<file path="config.mk">
export PLATFORM = sky130hd
export DESIGN_NAME = sensor_parameter_bank
export DESIGN_NICKNAME = d
export VERILOG_FILES = /design/src/core/sensor_parameter_bank_pkg.sv /design/src/core/result_aligner.sv /design/src/core/sensor_parameter_bank.sv
export SDC_FILE = /design/constraint.sdc
export NUM_CORES = 1
export LEC_CHECK = 0
export ABC_AREA = 1
export BUFFER_PORTS_ARGS = -buffer_cell sky130_fd_sc_hd__buf_2
export CORE_ASPECT_RATIO = 2
export CORE_MARGIN = 2
export CORE_UTILIZATION = 35
export CTS_BUF_LIST = sky130_fd_sc_hd__clkbuf_4
export DETAILED_ROUTE_END_ITERATION = 8
export MAX_ROUTING_LAYER = met4
export PLACE_DENSITY = 0.54
export SLEW_MARGIN = 20
export SYNTH_ARGS = -nofsm -noshare
export SYNTH_HDL_FRONTEND = slang
export SYNTH_HIERARCHICAL = 1
export SYNTH_SLANG_ARGS = --single-unit
</file>
<file path="constraint.sdc">
create_clock -name core_clk_i -period 7.4 [get_ports core_clk_i]
set_input_delay 0.37 -clock core_clk_i [delete_from_list [all_inputs] [get_ports core_clk_i]]
set_output_delay 0.37 -clock core_clk_i [all_outputs]
set_load 0.02 [all_outputs]
</file>
<file path="src/core/sensor_parameter_bank_pkg.sv">
// Offsets, reset values, field layout and carrier types of the sensor parameter bank
package sensor_parameter_bank_pkg;

    localparam int PARAM_DEPTH = 32;

    // Parameter offsets
    localparam logic [4:0] OFS_BUS_ADDR      = 5'h00;
    localparam logic [4:0] OFS_CHAN_LIST     = 5'h01;
    localparam logic [4:0] OFS_EMIT_12       = 5'h02;
    localparam logic [4:0] OFS_EMIT_3        = 5'h03;
    localparam logic [4:0] OFS_RSVD_04       = 5'h04;
    localparam logic [4:0] OFS_PROX_ALIGN    = 5'h05;
    localparam logic [4:0] OFS_AMB_ALIGN     = 5'h06;
    localparam logic [4:0] OFS_AMB_HISTORY   = 5'h19;
    localparam logic [4:0] OFS_CONV_OFFSET   = 5'h1A;
    localparam logic [4:0] OFS_RSVD_1B       = 5'h1B;
    localparam logic [4:0] OFS_EMIT_RECOVERY = 5'h1C;
    localparam logic [4:0] OFS_IR_COUNTER    = 5'h1D;
    localparam logic [4:0] OFS_IR_GAIN       = 5'h1E;
    localparam logic [4:0] OFS_IR_MISC       = 5'h1F;

    // Values after reset
    localparam logic [7:0] RST_BUS_ADDR    = 8'h00;
    localparam logic [7:0] RST_CHAN_LIST   = 8'h00;
    localparam logic [7:0] RST_EMIT_12     = 8'h21;
    localparam logic [7:0] RST_EMIT_3      = 8'h04;
    localparam logic [7:0] RST_ALIGN       = 8'h00;
    localparam logic [7:0] RST_OTHER       = 8'h00;
    // Arbitrary power-up answer address until the first address change
    localparam logic [7:0] RST_ACTIVE_ADDR = 8'h00;

    // Field positions
    localparam int EN_AUX_BIT     = 6;
    localparam int EN_IR_BIT      = 5;
    localparam int EN_VIS_BIT     = 4;
    localparam int EN_P3_BIT      = 2;
    localparam int EN_P2_BIT      = 1;
    localparam int EN_P1_BIT      = 0;
    localparam int EMIT_ONE_LSB   = 0;
    localparam int EMIT_TWO_LSB   = 4;
    localparam int EMIT_THREE_LSB = 0;
    localparam int ALIGN_P3_BIT   = 6;
    localparam int ALIGN_P2_BIT   = 5;
    localparam int ALIGN_P1_BIT   = 4;
    localparam int ALIGN_VIS_BIT  = 5;
    localparam int ALIGN_IR_BIT   = 4;

    // Writable bits; reserved bits stay zero
    localparam logic [7:0] MASK_CHAN_LIST  = 8'h77;
    localparam logic [7:0] MASK_EMIT_12    = 8'h77;
    localparam logic [7:0] MASK_EMIT_3     = 8'h07;
    localparam logic [7:0] MASK_PROX_ALIGN = 8'h70;
    localparam logic [7:0] MASK_AMB_ALIGN  = 8'h30;
    localparam logic [7:0] MASK_IR_COUNTER = 8'h70;
    localparam logic [7:0] MASK_IR_MISC    = 8'h20;
    localparam logic [7:0] MASK_NONE       = 8'h00;
    localparam logic [7:0] MASK_ALL        = 8'hFF;

    typedef enum logic [2:0] {
        CHAN_PROX_ONE   = 3'h0,
        CHAN_PROX_TWO   = 3'h1,
        CHAN_PROX_THREE = 3'h2,
        CHAN_VISIBLE    = 3'h3,
        CHAN_INFRARED   = 3'h4,
        CHAN_AUX        = 3'h5
    } conv_chan_t;

    typedef struct packed {
        logic       valid;
        logic       write;
        logic [4:0] offset;
        logic [7:0] wdata;
    } param_cmd_t;

    typedef struct packed {
        logic       valid;
        conv_chan_t chan;
        logic [16:0] data;
    } conv_sample_t;

    function automatic logic [7:0] param_reset(input logic [4:0] ofs);
        case (ofs)
            OFS_BUS_ADDR:   param_reset = RST_BUS_ADDR;
            OFS_CHAN_LIST:  param_reset = RST_CHAN_LIST;
            OFS_EMIT_12:    param_reset = RST_EMIT_12;
            OFS_EMIT_3:     param_reset = RST_EMIT_3;
            OFS_PROX_ALIGN: param_reset = RST_ALIGN;
            OFS_AMB_ALIGN:  param_reset = RST_ALIGN;
            default:        param_reset = RST_OTHER;
        endcase
    endfunction

    function automatic logic [7:0] param_wmask(input logic [4:0] ofs);
        case (ofs)
            OFS_CHAN_LIST:  param_wmask = MASK_CHAN_LIST;
            OFS_EMIT_12:    param_wmask = MASK_EMIT_12;
            OFS_EMIT_3:     param_wmask = MASK_EMIT_3;
            OFS_RSVD_04:    param_wmask = MASK_NONE;
            OFS_PROX_ALIGN: param_wmask = MASK_PROX_ALIGN;
            OFS_AMB_ALIGN:  param_wmask = MASK_AMB_ALIGN;
            OFS_RSVD_1B:    param_wmask = MASK_NONE;
            OFS_IR_COUNTER: param_wmask = MASK_IR_COUNTER;
            OFS_IR_MISC:    param_wmask = MASK_IR_MISC;
            default:        param_wmask = MASK_ALL;
        endcase
    endfunction

endpackage

</file>
<file path="src/core/result_aligner.sv">
// Picks 16 of the 17 converter bits for one sample and registers the result
`timescale 1ns/1ps
module result_aligner (
    input  wire logic                                core_clk_i,    // System clock
    input  wire logic                                rst_i,         // Async reset, high
    input  sensor_parameter_bank_pkg::conv_sample_t  sample_i,      // Converter sample
    input  wire logic                                low_align_i,   // Report low 16 bits
    output logic                                     valid_o,       // Result strobe
    output sensor_parameter_bank_pkg::conv_chan_t    chan_o,        // Result channel
    output logic [15:0]                              data_o         // Aligned result
);
    logic                                  valid_r;
    logic                                  valid_nxt;
    sensor_parameter_bank_pkg::conv_chan_t chan_r;
    sensor_parameter_bank_pkg::conv_chan_t chan_nxt;
    logic [15:0]                           data_r;
    logic [15:0]                           data_nxt;

    always_comb begin
        valid_nxt = sample_i.valid;
        chan_nxt  = chan_r;
        data_nxt  = data_r;
        if (sample_i.valid) begin
            chan_nxt = sample_i.chan;
            // Low alignment drops the top bit; high alignment drops the lsb
            data_nxt = low_align_i ? sample_i.data[15:0] : sample_i.data[16:1];
        end
    end

    always_ff @(posedge core_clk_i or posedge rst_i) begin
        if (rst_i) begin
            valid_r <= 1'b0;
            chan_r  <= sensor_parameter_bank_pkg::CHAN_PROX_ONE;
            data_r  <= 16'h0000;
        end else begin
            valid_r <= valid_nxt;
            chan_r  <= chan_nxt;
            data_r  <= data_nxt;
        end
    end

    assign valid_o = valid_r;
    assign chan_o  = chan_r;
    assign data_o  = data_r;
endmodule

</file>
<file path="src/core/sensor_parameter_bank.sv">
// Parameter memory of the light and proximity sensor, reached by parameter commands
`timescale 1ns/1ps
// Functional notes
// - A written bus address is only stored and becomes the answer address on an address change.
// - Channel list bits 6, 5 and 4 enable the auxiliary, infrared and visible ambient channels.
// - Channel list bits 2, 1 and 0 enable proximity channels three, two and one.
// - Each bit of a three-bit emitter select drives one emitter, lowest bit the first one.
// - Channel two select is bits 6:4 and channel one bits 2:0 of one entry, channel three next.
// - After reset channel one drives emitter one, two drives two and three drives three.
// - Proximity alignment bits 6, 5, 4 pick low 16 result bits for channels three, two, one.
// - Ambient alignment bit 5 picks the low 16 bits for the visible measurement.
// - Ambient alignment bit 4 picks the low 16 bits for the infrared measurement.
// - Bus address, channel list and both alignment entries read zero after reset.
// - Entries are reached only through parameter read and write commands.
module sensor_parameter_bank (
    input  wire logic                                core_clk_i,               // 40 MHz clock
    input  wire logic                                rst_i,                    // Async reset
    input  sensor_parameter_bank_pkg::param_cmd_t    param_cmd_i,              // Read/write cmd
    input  wire logic                                address_change_command_i, // Adopt address
    input  wire logic                                meas_active_i,            // Measuring
    input  sensor_parameter_bank_pkg::conv_chan_t    meas_chan_i,              // Measured chan
    input  sensor_parameter_bank_pkg::conv_sample_t  conv_sample_i,            // Raw sample
    output logic                                     rsp_valid_o,              // Cmd done
    output logic [7:0]                               rsp_data_o,               // Read data
    output logic [7:0]                               active_bus_address_o,     // Live address
    output logic                                     aux_enable_o,             // Aux enabled
    output logic                                     infrared_ambient_enable_o,// IR enabled
    output logic                                     visible_ambient_enable_o, // Vis enabled
    output logic                                     proximity_three_enable_o, // Prox 3
    output logic                                     proximity_two_enable_o,   // Prox 2
    output logic                                     proximity_one_enable_o,   // Prox 1
    output logic [2:0]                               infrared_emitter_o,       // Emitter drives
    output logic                                     result_valid_o,           // Result strobe
    output sensor_parameter_bank_pkg::conv_chan_t    result_chan_o,            // Result chan
    output logic [15:0]                              result_data_o             // 16-bit result
);
    localparam int DEPTH = sensor_parameter_bank_pkg::PARAM_DEPTH;

    logic [7:0] param_r   [DEPTH];
    logic [7:0] param_nxt [DEPTH];
    logic       rsp_valid_r;
    logic       rsp_valid_nxt;
    logic [7:0] rsp_data_r;
    logic [7:0] rsp_data_nxt;
    logic [7:0] active_addr_r;
    logic [7:0] active_addr_nxt;
    logic [2:0] emitter_r;
    logic [2:0] emitter_nxt;
    logic       low_align;

    // Alignment bit that governs a channel; auxiliary has none and stays high aligned
    function automatic logic align_for(input sensor_parameter_bank_pkg::conv_chan_t ch,
                                       input logic [7:0] prox,
                                       input logic [7:0] amb);
        case (ch)
            sensor_parameter_bank_pkg::CHAN_PROX_ONE:
                align_for = prox[sensor_parameter_bank_pkg::ALIGN_P1_BIT];
            sensor_parameter_bank_pkg::CHAN_PROX_TWO:
                align_for = prox[sensor_parameter_bank_pkg::ALIGN_P2_BIT];
            sensor_parameter_bank_pkg::CHAN_PROX_THREE:
                align_for = prox[sensor_parameter_bank_pkg::ALIGN_P3_BIT];
            sensor_parameter_bank_pkg::CHAN_VISIBLE:
                align_for = amb[sensor_parameter_bank_pkg::ALIGN_VIS_BIT];
            sensor_parameter_bank_pkg::CHAN_INFRARED:
                align_for = amb[sensor_parameter_bank_pkg::ALIGN_IR_BIT];
            default:
                align_for = 1'b0;
        endcase
    endfunction

    // Parameter store; reserved bits are masked so they always read zero
    always_comb begin
        for (int i = 0; i < DEPTH; i++) begin
            param_nxt[i] = param_r[i];
        end
        if (param_cmd_i.valid && param_cmd_i.write) begin
            param_nxt[param_cmd_i.offset] =
                param_cmd_i.wdata & sensor_parameter_bank_pkg::param_wmask(param_cmd_i.offset);
        end
    end

    always_ff @(posedge core_clk_i or posedge rst_i) begin
        if (rst_i) begin
            for (int i = 0; i < DEPTH; i++) begin
                param_r[i] <= sensor_parameter_bank_pkg::param_reset(5'(i));
            end
        end else begin
            for (int i = 0; i < DEPTH; i++) begin
                param_r[i] <= param_nxt[i];
            end
        end
    end

    // Command answer: one cycle after the command, for reads and writes alike
    always_comb begin
        rsp_valid_nxt = param_cmd_i.valid;
        rsp_data_nxt  = rsp_data_r;
        if (param_cmd_i.valid && !param_cmd_i.write) begin
            rsp_data_nxt = param_r[param_cmd_i.offset];
        end
    end

    // Address register only follows the stored entry on the change command
    always_comb begin
        active_addr_nxt = active_addr_r;
        if (address_change_command_i) begin
            active_addr_nxt = param_r[sensor_parameter_bank_pkg::OFS_BUS_ADDR];
        end
    end

    // Emitters drive only while a proximity measurement runs
    always_comb begin
        emitter_nxt = 3'h0;
        if (meas_active_i) begin
            case (meas_chan_i)
                sensor_parameter_bank_pkg::CHAN_PROX_ONE:
                    emitter_nxt = param_r[sensor_parameter_bank_pkg::OFS_EMIT_12]
                        [sensor_parameter_bank_pkg::EMIT_ONE_LSB +: 3];
                sensor_parameter_bank_pkg::CHAN_PROX_TWO:
                    emitter_nxt = param_r[sensor_parameter_bank_pkg::OFS_EMIT_12]
                        [sensor_parameter_bank_pkg::EMIT_TWO_LSB +: 3];
                sensor_parameter_bank_pkg::CHAN_PROX_THREE:
                    emitter_nxt = param_r[sensor_parameter_bank_pkg::OFS_EMIT_3]
                        [sensor_parameter_bank_pkg::EMIT_THREE_LSB +: 3];
                default:
                    emitter_nxt = 3'h0;
            endcase
        end
    end

    always_ff @(posedge core_clk_i or posedge rst_i) begin
        if (rst_i) begin
            rsp_valid_r   <= 1'b0;
            rsp_data_r    <= 8'h00;
            active_addr_r <= sensor_parameter_bank_pkg::RST_ACTIVE_ADDR;
            emitter_r     <= 3'h0;
        end else begin
            rsp_valid_r   <= rsp_valid_nxt;
            rsp_data_r    <= rsp_data_nxt;
            active_addr_r <= active_addr_nxt;
            emitter_r     <= emitter_nxt;
        end
    end

    assign low_align = align_for(conv_sample_i.chan,
                                 param_r[sensor_parameter_bank_pkg::OFS_PROX_ALIGN],
                                 param_r[sensor_parameter_bank_pkg::OFS_AMB_ALIGN]);

    result_aligner u_aligner (
        .core_clk_i  (core_clk_i),
        .rst_i       (rst_i),
        .sample_i    (conv_sample_i),
        .low_align_i (low_align),
        .valid_o     (result_valid_o),
        .chan_o      (result_chan_o),
        .data_o      (result_data_o)
    );

    assign rsp_valid_o          = rsp_valid_r;
    assign rsp_data_o           = rsp_data_r;
    assign active_bus_address_o = active_addr_r;
    assign infrared_emitter_o   = emitter_r;
    // Enables come straight from the channel list flip-flops
    assign aux_enable_o              = param_r[1][sensor_parameter_bank_pkg::EN_AUX_BIT];
    assign infrared_ambient_enable_o = param_r[1][sensor_parameter_bank_pkg::EN_IR_BIT];
    assign visible_ambient_enable_o  = param_r[1][sensor_parameter_bank_pkg::EN_VIS_BIT];
    assign proximity_three_enable_o  = param_r[1][sensor_parameter_bank_pkg::EN_P3_BIT];
    assign proximity_two_enable_o    = param_r[1][sensor_parameter_bank_pkg::EN_P2_BIT];
    assign proximity_one_enable_o    = param_r[1][sensor_parameter_bank_pkg::EN_P1_BIT];

    // Checks; shadows of host writes are kept apart from the store so the checks do not
    // simply mirror it
    logic       wr_seen_r;
    logic [7:0] addr_wr_r;
    logic [7:0] emit12_wr_r;
    always_ff @(posedge core_clk_i or posedge rst_i) begin
        if (rst_i) begin
            wr_seen_r   <= 1'b0;
            addr_wr_r   <= sensor_parameter_bank_pkg::RST_BUS_ADDR;
            emit12_wr_r <= sensor_parameter_bank_pkg::RST_EMIT_12;
        end else if (param_cmd_i.valid && param_cmd_i.write) begin
            wr_seen_r <= 1'b1;
            if (param_cmd_i.offset == sensor_parameter_bank_pkg::OFS_BUS_ADDR) begin
                addr_wr_r <= param_cmd_i.wdata;
            end
            if (param_cmd_i.offset == sensor_parameter_bank_pkg::OFS_EMIT_12) begin
                emit12_wr_r <= param_cmd_i.wdata;
            end
        end
    end

    wire wr_cmd = param_cmd_i.valid && param_cmd_i.write;
    wire rd_cmd = param_cmd_i.valid && !param_cmd_i.write;

    property p_addr_hold;
        @(posedge core_clk_i) disable iff (rst_i)
        !address_change_command_i |=> $stable(active_bus_address_o);
    endproperty
    a_addr_hold: assert property (p_addr_hold) else $error("address moved without change");

    property p_addr_take;
        @(posedge core_clk_i) disable iff (rst_i)
        address_change_command_i |=> active_bus_address_o == $past(addr_wr_r);
    endproperty
    a_addr_take: assert property (p_addr_take) else $error("new address not adopted");

    property p_ambient_en;
        @(posedge core_clk_i) disable iff (rst_i)
        (wr_cmd && param_cmd_i.offset == 5'h01) |=>
        {aux_enable_o, infrared_ambient_enable_o, visible_ambient_enable_o}
            == $past(param_cmd_i.wdata[6:4]);
    endproperty
    a_ambient_en: assert property (p_ambient_en) else $error("ambient enables wrong");

    property p_prox_en;
        @(posedge core_clk_i) disable iff (rst_i)
        (wr_cmd && param_cmd_i.offset == 5'h01) |=>
        {proximity_three_enable_o, proximity_two_enable_o, proximity_one_enable_o}
            == $past(param_cmd_i.wdata[2:0]);
    endproperty
    a_prox_en: assert property (p_prox_en) else $error("proximity enables wrong");

    property p_emit_two;
        @(posedge core_clk_i) disable iff (rst_i)
        meas_active_i && meas_chan_i == sensor_parameter_bank_pkg::CHAN_PROX_TWO
        |=> infrared_emitter_o == $past(emit12_wr_r[6:4]);
    endproperty
    a_emit_two: assert property (p_emit_two) else $error("channel two emitters wrong");

    property p_emit_idle;
        @(posedge core_clk_i) disable iff (rst_i)
        !meas_active_i |=> infrared_emitter_o == 3'h0;
    endproperty
    a_emit_idle: assert property (p_emit_idle) else $error("emitter on while idle");

    property p_reset_vals;
        @(posedge core_clk_i) disable iff (rst_i)
        !wr_seen_r |-> param_r[2] == 8'h21 && param_r[3] == 8'h04 && param_r[0] == 8'h00
            && param_r[1] == 8'h00 && param_r[5] == 8'h00 && param_r[6] == 8'h00;
    endproperty
    a_reset_vals: assert property (p_reset_vals) else $error("bad default");

    property p_align_prox;
        @(posedge core_clk_i) disable iff (rst_i)
        conv_sample_i.valid && conv_sample_i.chan == sensor_parameter_bank_pkg::CHAN_PROX_ONE
        |=> result_data_o == ($past(param_r[5][4]) ? $past(conv_sample_i.data[15:0])
                                                    : $past(conv_sample_i.data[16:1]));
    endproperty
    a_align_prox: assert property (p_align_prox) else $error("prox one alignment wrong");

    property p_align_vis;
        @(posedge core_clk_i) disable iff (rst_i)
        conv_sample_i.valid && conv_sample_i.chan == sensor_parameter_bank_pkg::CHAN_VISIBLE
        |=> result_valid_o && result_data_o == ($past(param_r[6][5])
            ? $past(conv_sample_i.data[15:0]) : $past(conv_sample_i.data[16:1]));
    endproperty
    a_align_vis: assert property (p_align_vis) else $error("visible alignment wrong");

    property p_align_ir;
        @(posedge core_clk_i) disable iff (rst_i)
        conv_sample_i.valid && conv_sample_i.chan == sensor_parameter_bank_pkg::CHAN_INFRARED
        |=> result_data_o == ($past(param_r[6][4]) ? $past(conv_sample_i.data[15:0])
                                                    : $past(conv_sample_i.data[16:1]));
    endproperty
    a_align_ir: assert property (p_align_ir) else $error("infrared alignment wrong");

    property p_read_back;
        @(posedge core_clk_i) disable iff (rst_i)
        wr_cmd ##1 !param_cmd_i.valid
        ##1 (rd_cmd && param_cmd_i.offset == $past(param_cmd_i.offset, 2))
        |=> rsp_valid_o && rsp_data_o == ($past(param_cmd_i.wdata, 3)
            & sensor_parameter_bank_pkg::param_wmask($past(param_cmd_i.offset, 3)));
    endproperty
    a_read_back: assert property (p_read_back) else $error("read-back mismatch");

    c_addr_change: cover property (@(posedge core_clk_i) disable iff (rst_i)
        address_change_command_i ##1 active_bus_address_o != 8'h00);
    c_emit_three: cover property (@(posedge core_clk_i) disable iff (rst_i)
        infrared_emitter_o == 3'h7);
    c_low_align: cover property (@(posedge core_clk_i) disable iff (rst_i)
        conv_sample_i.valid && low_align);
endmodule

</file>
Word-level counts from Yosys, hierarchy flattened
Memories as Yosys holds them, arrays and structs flattened.
Cells that the tools add are included.
{"block": "classes", "bitwise_logic": 2, "muxes": 11, "n_lt_le_gt_ge": 2, "reduce_logical": 6, "n_eq_ne": 6}
{"cell": "bitwise mux 256 bit", "n": 1}
{"cell": "binary-select mux 8 bit (select 5 bit)", "n": 1}
{"cell": "demux 8 bit (select 5 bit)", "n": 1}
{"cell": "2-to-1 mux 8 bit", "n": 4}
{"cell": "2-to-1 mux 16 bit", "n": 1}
{"cell": "== test 3 x 2 -> 1 bit (second input constant)", "n": 3}
{"cell": "case mux 3 bit (3 select lines)", "n": 1}
{"cell": "AND 8 bit", "n": 1}
{"cell": "== test 3 x 1 -> 1 bit (second input constant)", "n": 2}
{"cell": ">= comparator 6 bit (second input constant)", "n": 1}
{"cell": "logical NOT 3 bit", "n": 2}
{"cell": "< comparator 6 x 1 -> 1 bit (second input constant)", "n": 1}
{"cell": "NOT 5 -> 6 bit", "n": 1}
{"cell": "case mux 1 bit (5 select lines)", "n": 1}
{"cell": "== test 3 bit (second input constant)", "n": 1}
{"cell": "logical AND 1 bit", "n": 3}
{"cell": "2-to-1 mux 3 bit", "n": 1}
{"cell": "logical NOT 1 bit", "n": 1}
{"block": "word_totals", "memories": 1, "inputBits": 43, "out_inout_bits": 46, "ff_bits": 296, "rom_bits": 256}
{"name": "(no name shown)", "depth": 32, "width": 8, "rd": 1, "rd_clocked_by_memory_dff": 0, "wr": 0, "line_no": "sensor_parameter_bank_pkg.sv:94", "rtl": "case (ofs)"}

Logic depth before layout (Yosys ltp)
{"block": "logic_depth", "ltp_word": 6, "depth_mapped": 14, "mapped_depth_nobuf": 11}

By module
The synthesis kept the hierarchy.
{"mod": "sensor_parameter_bank", "area_each_um2": 12863.6, "instances": 1, "cells_per_inst": 1716}
{"mod": "result_aligner", "area_each_um2": 1008.5, "instances": 1, "cells_per_inst": 135}

Least setup slack after synthesis
No wires, ideal clock.
{"block": "synth_path", "kind": "input port to flip-flop", "start": "input port param_cmd_i[9] (netlist bit)", "end": "register param_r[156] (netlist bit)", "required_time_ps": 7270, "arrival_time_ps": 1397, "cell_stages": 8, "setup_slack_ps": 5873, "setup_ps": 130, "path_cell_list": "buf_4 nor2_4 inv_2 nor2_4 nand2_1 clkbuf_1 nand2_1 o21ai_0"}
{"block": "synth_via", "elab_chain_cells": 6, "elab_cells_between_ends": 10, "classes_between": "order compare (2); mux (4); bitwise (2); reduce/logical (1); memory (1)"}
{"element": "from (decl)", "line_no": "sensor_parameter_bank.sv:18", "rtl": "input sensor_parameter_bank_pkg::param_cmd_t param_cmd_i,"}
{"element": "NOT 5 -> 6 bit (not written as such)", "line_no": "sensor_parameter_bank.sv:77", "rtl": "param_nxt[param_cmd_i.offset] ="}
{"element": ">= comparator 6 bit (not written as such) / < comparator 6 x 1 -> 1 bit (equally long branches)", "line_no": "sensor_parameter_bank.sv:77"}
{"element": "logical AND 1 bit (not written as such)", "line_no": "sensor_parameter_bank.sv:77"}
{"element": "2-to-1 mux 8 bit (not written as such)", "line_no": "sensor_parameter_bank.sv:77"}
{"element": "demux 8 bit (select 5 bit)", "line_no": "sensor_parameter_bank.sv:77"}
{"element": "bitwise mux 256 bit *", "line_no": "sensor_parameter_bank.sv:77"}
{"element": "to (signal, indexed assignment)", "line_no": "sensor_parameter_bank.sv:85", "rtl": "param_r[i] <= sensor_parameter_bank_pkg::param_reset(5'(i));"}
{"element": "to (signal, indexed assignment)", "line_no": "sensor_parameter_bank.sv:89", "rtl": "param_r[i] <= param_nxt[i];"}
{"element": "to (decl)", "line_no": "sensor_parameter_bank.sv:39", "rtl": "logic [7:0] param_r [DEPTH];"}
Mark *: on every way between the ends. The rest lies on a longest branch, timed or not. The select of a mux whose other input is x is not followed.
A chain may end at the register's enable or synchronous reset.

Final worst setup path
{"block": "layout_path", "start": "input port param_cmd_i[9] (netlist bit)", "end": "register param_r[196] (netlist bit)"}
Same word-level chain as after synthesis.

==> impl_metrics.json <==
{
  "cts_buffers": 72,
  "fp.dieW_um": 145,
  "status": "finished clean",
  "tightest_slew_ns": 1.01,
  "drv_cap": 0,
  "die_y_um": 286,
  "drt_wl_total_mm": 41.3,
  "path_clk_slew_ns": 0.06,
  "portBuffers": 88,
  "antenna_found_initial": 1,
  "finalNetCount": 2009,
  "rr_worst_depth": 10,
  "ys_top_cells_by_count": "nand2_1 (962), dfrtp_1 (293), o21ai_1 (118)",
  "ir_drop_mv": 0.0976,
  "wl_per_cell_um": 16.2,
  "maxSlewViolCount": 0,
  "drc": 0,
  "path_class": "input pin to register",
  "async_flop_share_pct": 100,
  "routed-via-count": 12050,
  "cp-end-kind": "register",
  "endpoint": "param_r[196]",
  "dp_hpwl_mm": 26.8,
  "ys_seq_area_share_pct": 53.4,
  "cts_sinks": 296,
  "grt_use_total_pct": 21.0,
  "r2r-start": "param_r[212]",
  "synth_edf_count": 0,
  "fmax_mhz": 389,
  "leakagePower_nw": 8.44,
  "syn_inst": 1851,
  "cts_tree": "done",
  "ios": 89,
  "root_buffer": "clkbuf_4",
  "synth_nets": 1894,
  "grt_pass1_wl_mm": 64.6,
  "post_cts_buffers": 0,
  "arrival_ns": 3.19,
  "ys_types": 28,
  "initialDrtViolationCount": 1001,
  "final-setup-viol-count": 0,
  "cellPowerDensity_nw_per_um2": 246,
  "core_area_um2": 39300,
  "dr.pass1.iters": 5,
  "grt_setup_unrepaired": "false",
  "ys_ff_latch": 296,
  "std_cell_rows": 103,
  "drive_gt1_share_pct": 13.0,
  "critPathLaunchType": "input pin",
  "yosysTopAreaCell": "dfrtp_1",
  "reg2reg_slack_ns": 5.40,
  "via_per_inst": 4.74,
  "die_area_um2": 41300,
  "syn_area_um2": 13900,
  "synth_warnings": 6,
  "synth-main-ff-cell": "dfrtp_1",
  "cts.htree.levels": 3,
  "required_ns": 8.02,
  "setup_tns_ns": 0,
  "synth_most_common_cell": "nand2_1",
  "crit_path_start": "param_cmd_i[9]",
  "cts_max_path_buffers": 3,
  "syn2layout_area_growth_pct": 14.5,
  "post-route-min-period_ns": 2.57,
  "overflow": 0,
  "worstHoldPathType": "input pin to register",
  "ant_nets": 0,
  "pre_cts_slack_ns": 3.95,
  "r2r-end": "u_aligner/data_o[13]",
  "grt_pass1_vias": 11739,
  "synth_area_leaders": "dfrtp_1 (53%), nand2_1 (26%), o21ai_1 (4.3%), o21ai_0 (3.3%), inv_1 (2.9%)",
  "synth_area_per_cell_um2": 7.49,
  "synth_top_area_share_pct": 52.9,
  "hold_viol": 0,
  "fin_ws_ns": 4.83,
  "fillers": 4139,
  "grt_start_max_net_pins": 167,
  "slew-limit-headroom_pct": 32.5,
  "insertion_delay_ns": 0.77,
  "fin_crit_sh_pct": 34.7,
  "finClkSkew_ns": 0.0453,
  "start_util_pct": 35.3,
  "gp_congestion": 0.904,
  "path_max_fanout": 41
}
## worst max-delay path, cell delays in order
cell,delay (ns)
buf_2,0.53
buf_4,0.59
nor2_4,0.23
o211ai_2,0.25
nand3_1,0.54
buf_4,0.45
o21ai_0,0.21
## repair_timing
| action | 4_1_cts | 5_1_grt |
|---|---|---|
| gates resized for setup | 0 | 0 |
| hold buffers | 37 | 0 |
| hold endpoints to repair | 99 | 0 |
| setup endpoints to repair | 0 | 0 |
## worst min path at each step
stage,cells after the start,end,from
after floorplan,1,u_aligner/chan_o[0],rst_i
after detailed placement,2,u_aligner/data_o[0],u_aligner/data_o[0]
after global routing,6,infrared_emitter_o[2],meas_chan_i[2]
after global placement,2,u_aligner/data_o[13],u_aligner/data_o[13]
final,6,infrared_emitter_o[0],meas_chan_i[2]
after CTS,6,infrared_emitter_o[2],meas_chan_i[2]
## metal layers
layer  GRT usage, %  vias up  share of wire (%)
met5              -        -                  0
met4           9.30        0                4.0
met3           3.55       80                4.0
met2           36.5      288                 53
met1           23.3     5723                 39
li1               -     5959                  -
## where the power goes
part           total, mW  leakage [nW]  internal, mW  switching, mW
Clock               1.35         0.522         0.669          0.682
Sequential          1.95          3.80          1.83          0.119
Combinational      0.607          4.11         0.210          0.397
## area by class of cell
| class | instances | area (um^2) | area share, % |
|---|---|---|---|
| Clock inverter | 21 | 114 | 0.717 |
| Multi-Input combinational cell | 1335 | 5530 | 34.8 |
| Sequential cell | 296 | 7410 | 46.7 |
| Antenna cell | 1 | 2.50 | 0.0158 |
| Timing Repair Buffer | 139 | 931 | 5.86 |
| Inverter | 122 | 468 | 2.95 |
| Tap cell | 525 | 657 | 4.14 |
| Clock buffer | 102 | 766 | 4.82 |
## kinds of logic after synthesis
family | Yosys count | synth area share [%]
buf+inv | 220 | 6.82
mux | 8 | 0.649
flops | 296 | 53.4
compound gates | 216 | 7.90
simple gates | 1111 | 31.2
## layout by cell type, fill, tap and decap left out, types with 2 or more instances in the layout
| cell type | netlist | final |
|---|---|---|
| clkinv_2 | 0 | 2 |
| nor2_2 | 5 | 5 |
| inv_2 | 12 | 14 |
| nand3_1 | 48 | 45 |
| o21ai_1 | 118 | 119 |
| nor2_1 | 76 | 76 |
| clkbuf_4 | 0 | 102 |
| dfstp_2 | 3 | 3 |
| nand2_1 | 962 | 962 |
| nand2_2 | 7 | 7 |
| nand4_1 | 2 | 2 |
| inv_1 | 109 | 108 |
| a21oi_1 | 2 | 2 |
| nor2_4 | 4 | 4 |
| clkinv_1 | 0 | 14 |
| buf_4 | 8 | 14 |
| buf_2 | 41 | 87 |
| dlygate4sd3_1 | 0 | 37 |
| nor3_1 | 2 | 2 |
| nor3_2 | 5 | 5 |
| nand3_2 | 0 | 3 |
| clkinvlp_4 | 0 | 3 |
| dfrtp_1 | 293 | 293 |
| o21ai_0 | 92 | 91 |
| mux2_2 | 8 | 8 |
## sequential cells by signal (all words and copies together) (netlist names)
name	flops
active_bus_address_o	8
aux_enable_o	1
infrared_ambient_enable_o	1
infrared_emitter_o	3
param_r	250
proximity_one_enable_o	1
proximity_three_enable_o	1
proximity_two_enable_o	1
rsp_data_o	8
rsp_valid_o	1
u_aligner/chan_o	3
u_aligner/data_o	16
u_aligner/valid_o	1
visible_ambient_enable_o	1
## metrics by stage
step	util, %	cells	total power [mW]	hold WS, ns	cell area [um^2]
3_3_place_gp	37.2	2380	2.56	0.456	14600
3_5_place_dp	37.2	2380	2.57	0.460	14600
2_1_floorplan	-	1851	2.37	0.334	13900
6_report	40.4	2541	3.91	0.0749	15900
4_1_cts	40.4	2540	3.96	0.00196	15900
5_1_grt	40.4	2541	4.15	0.101	15900
Note: power is estimated with default switching activity, not from simulation.
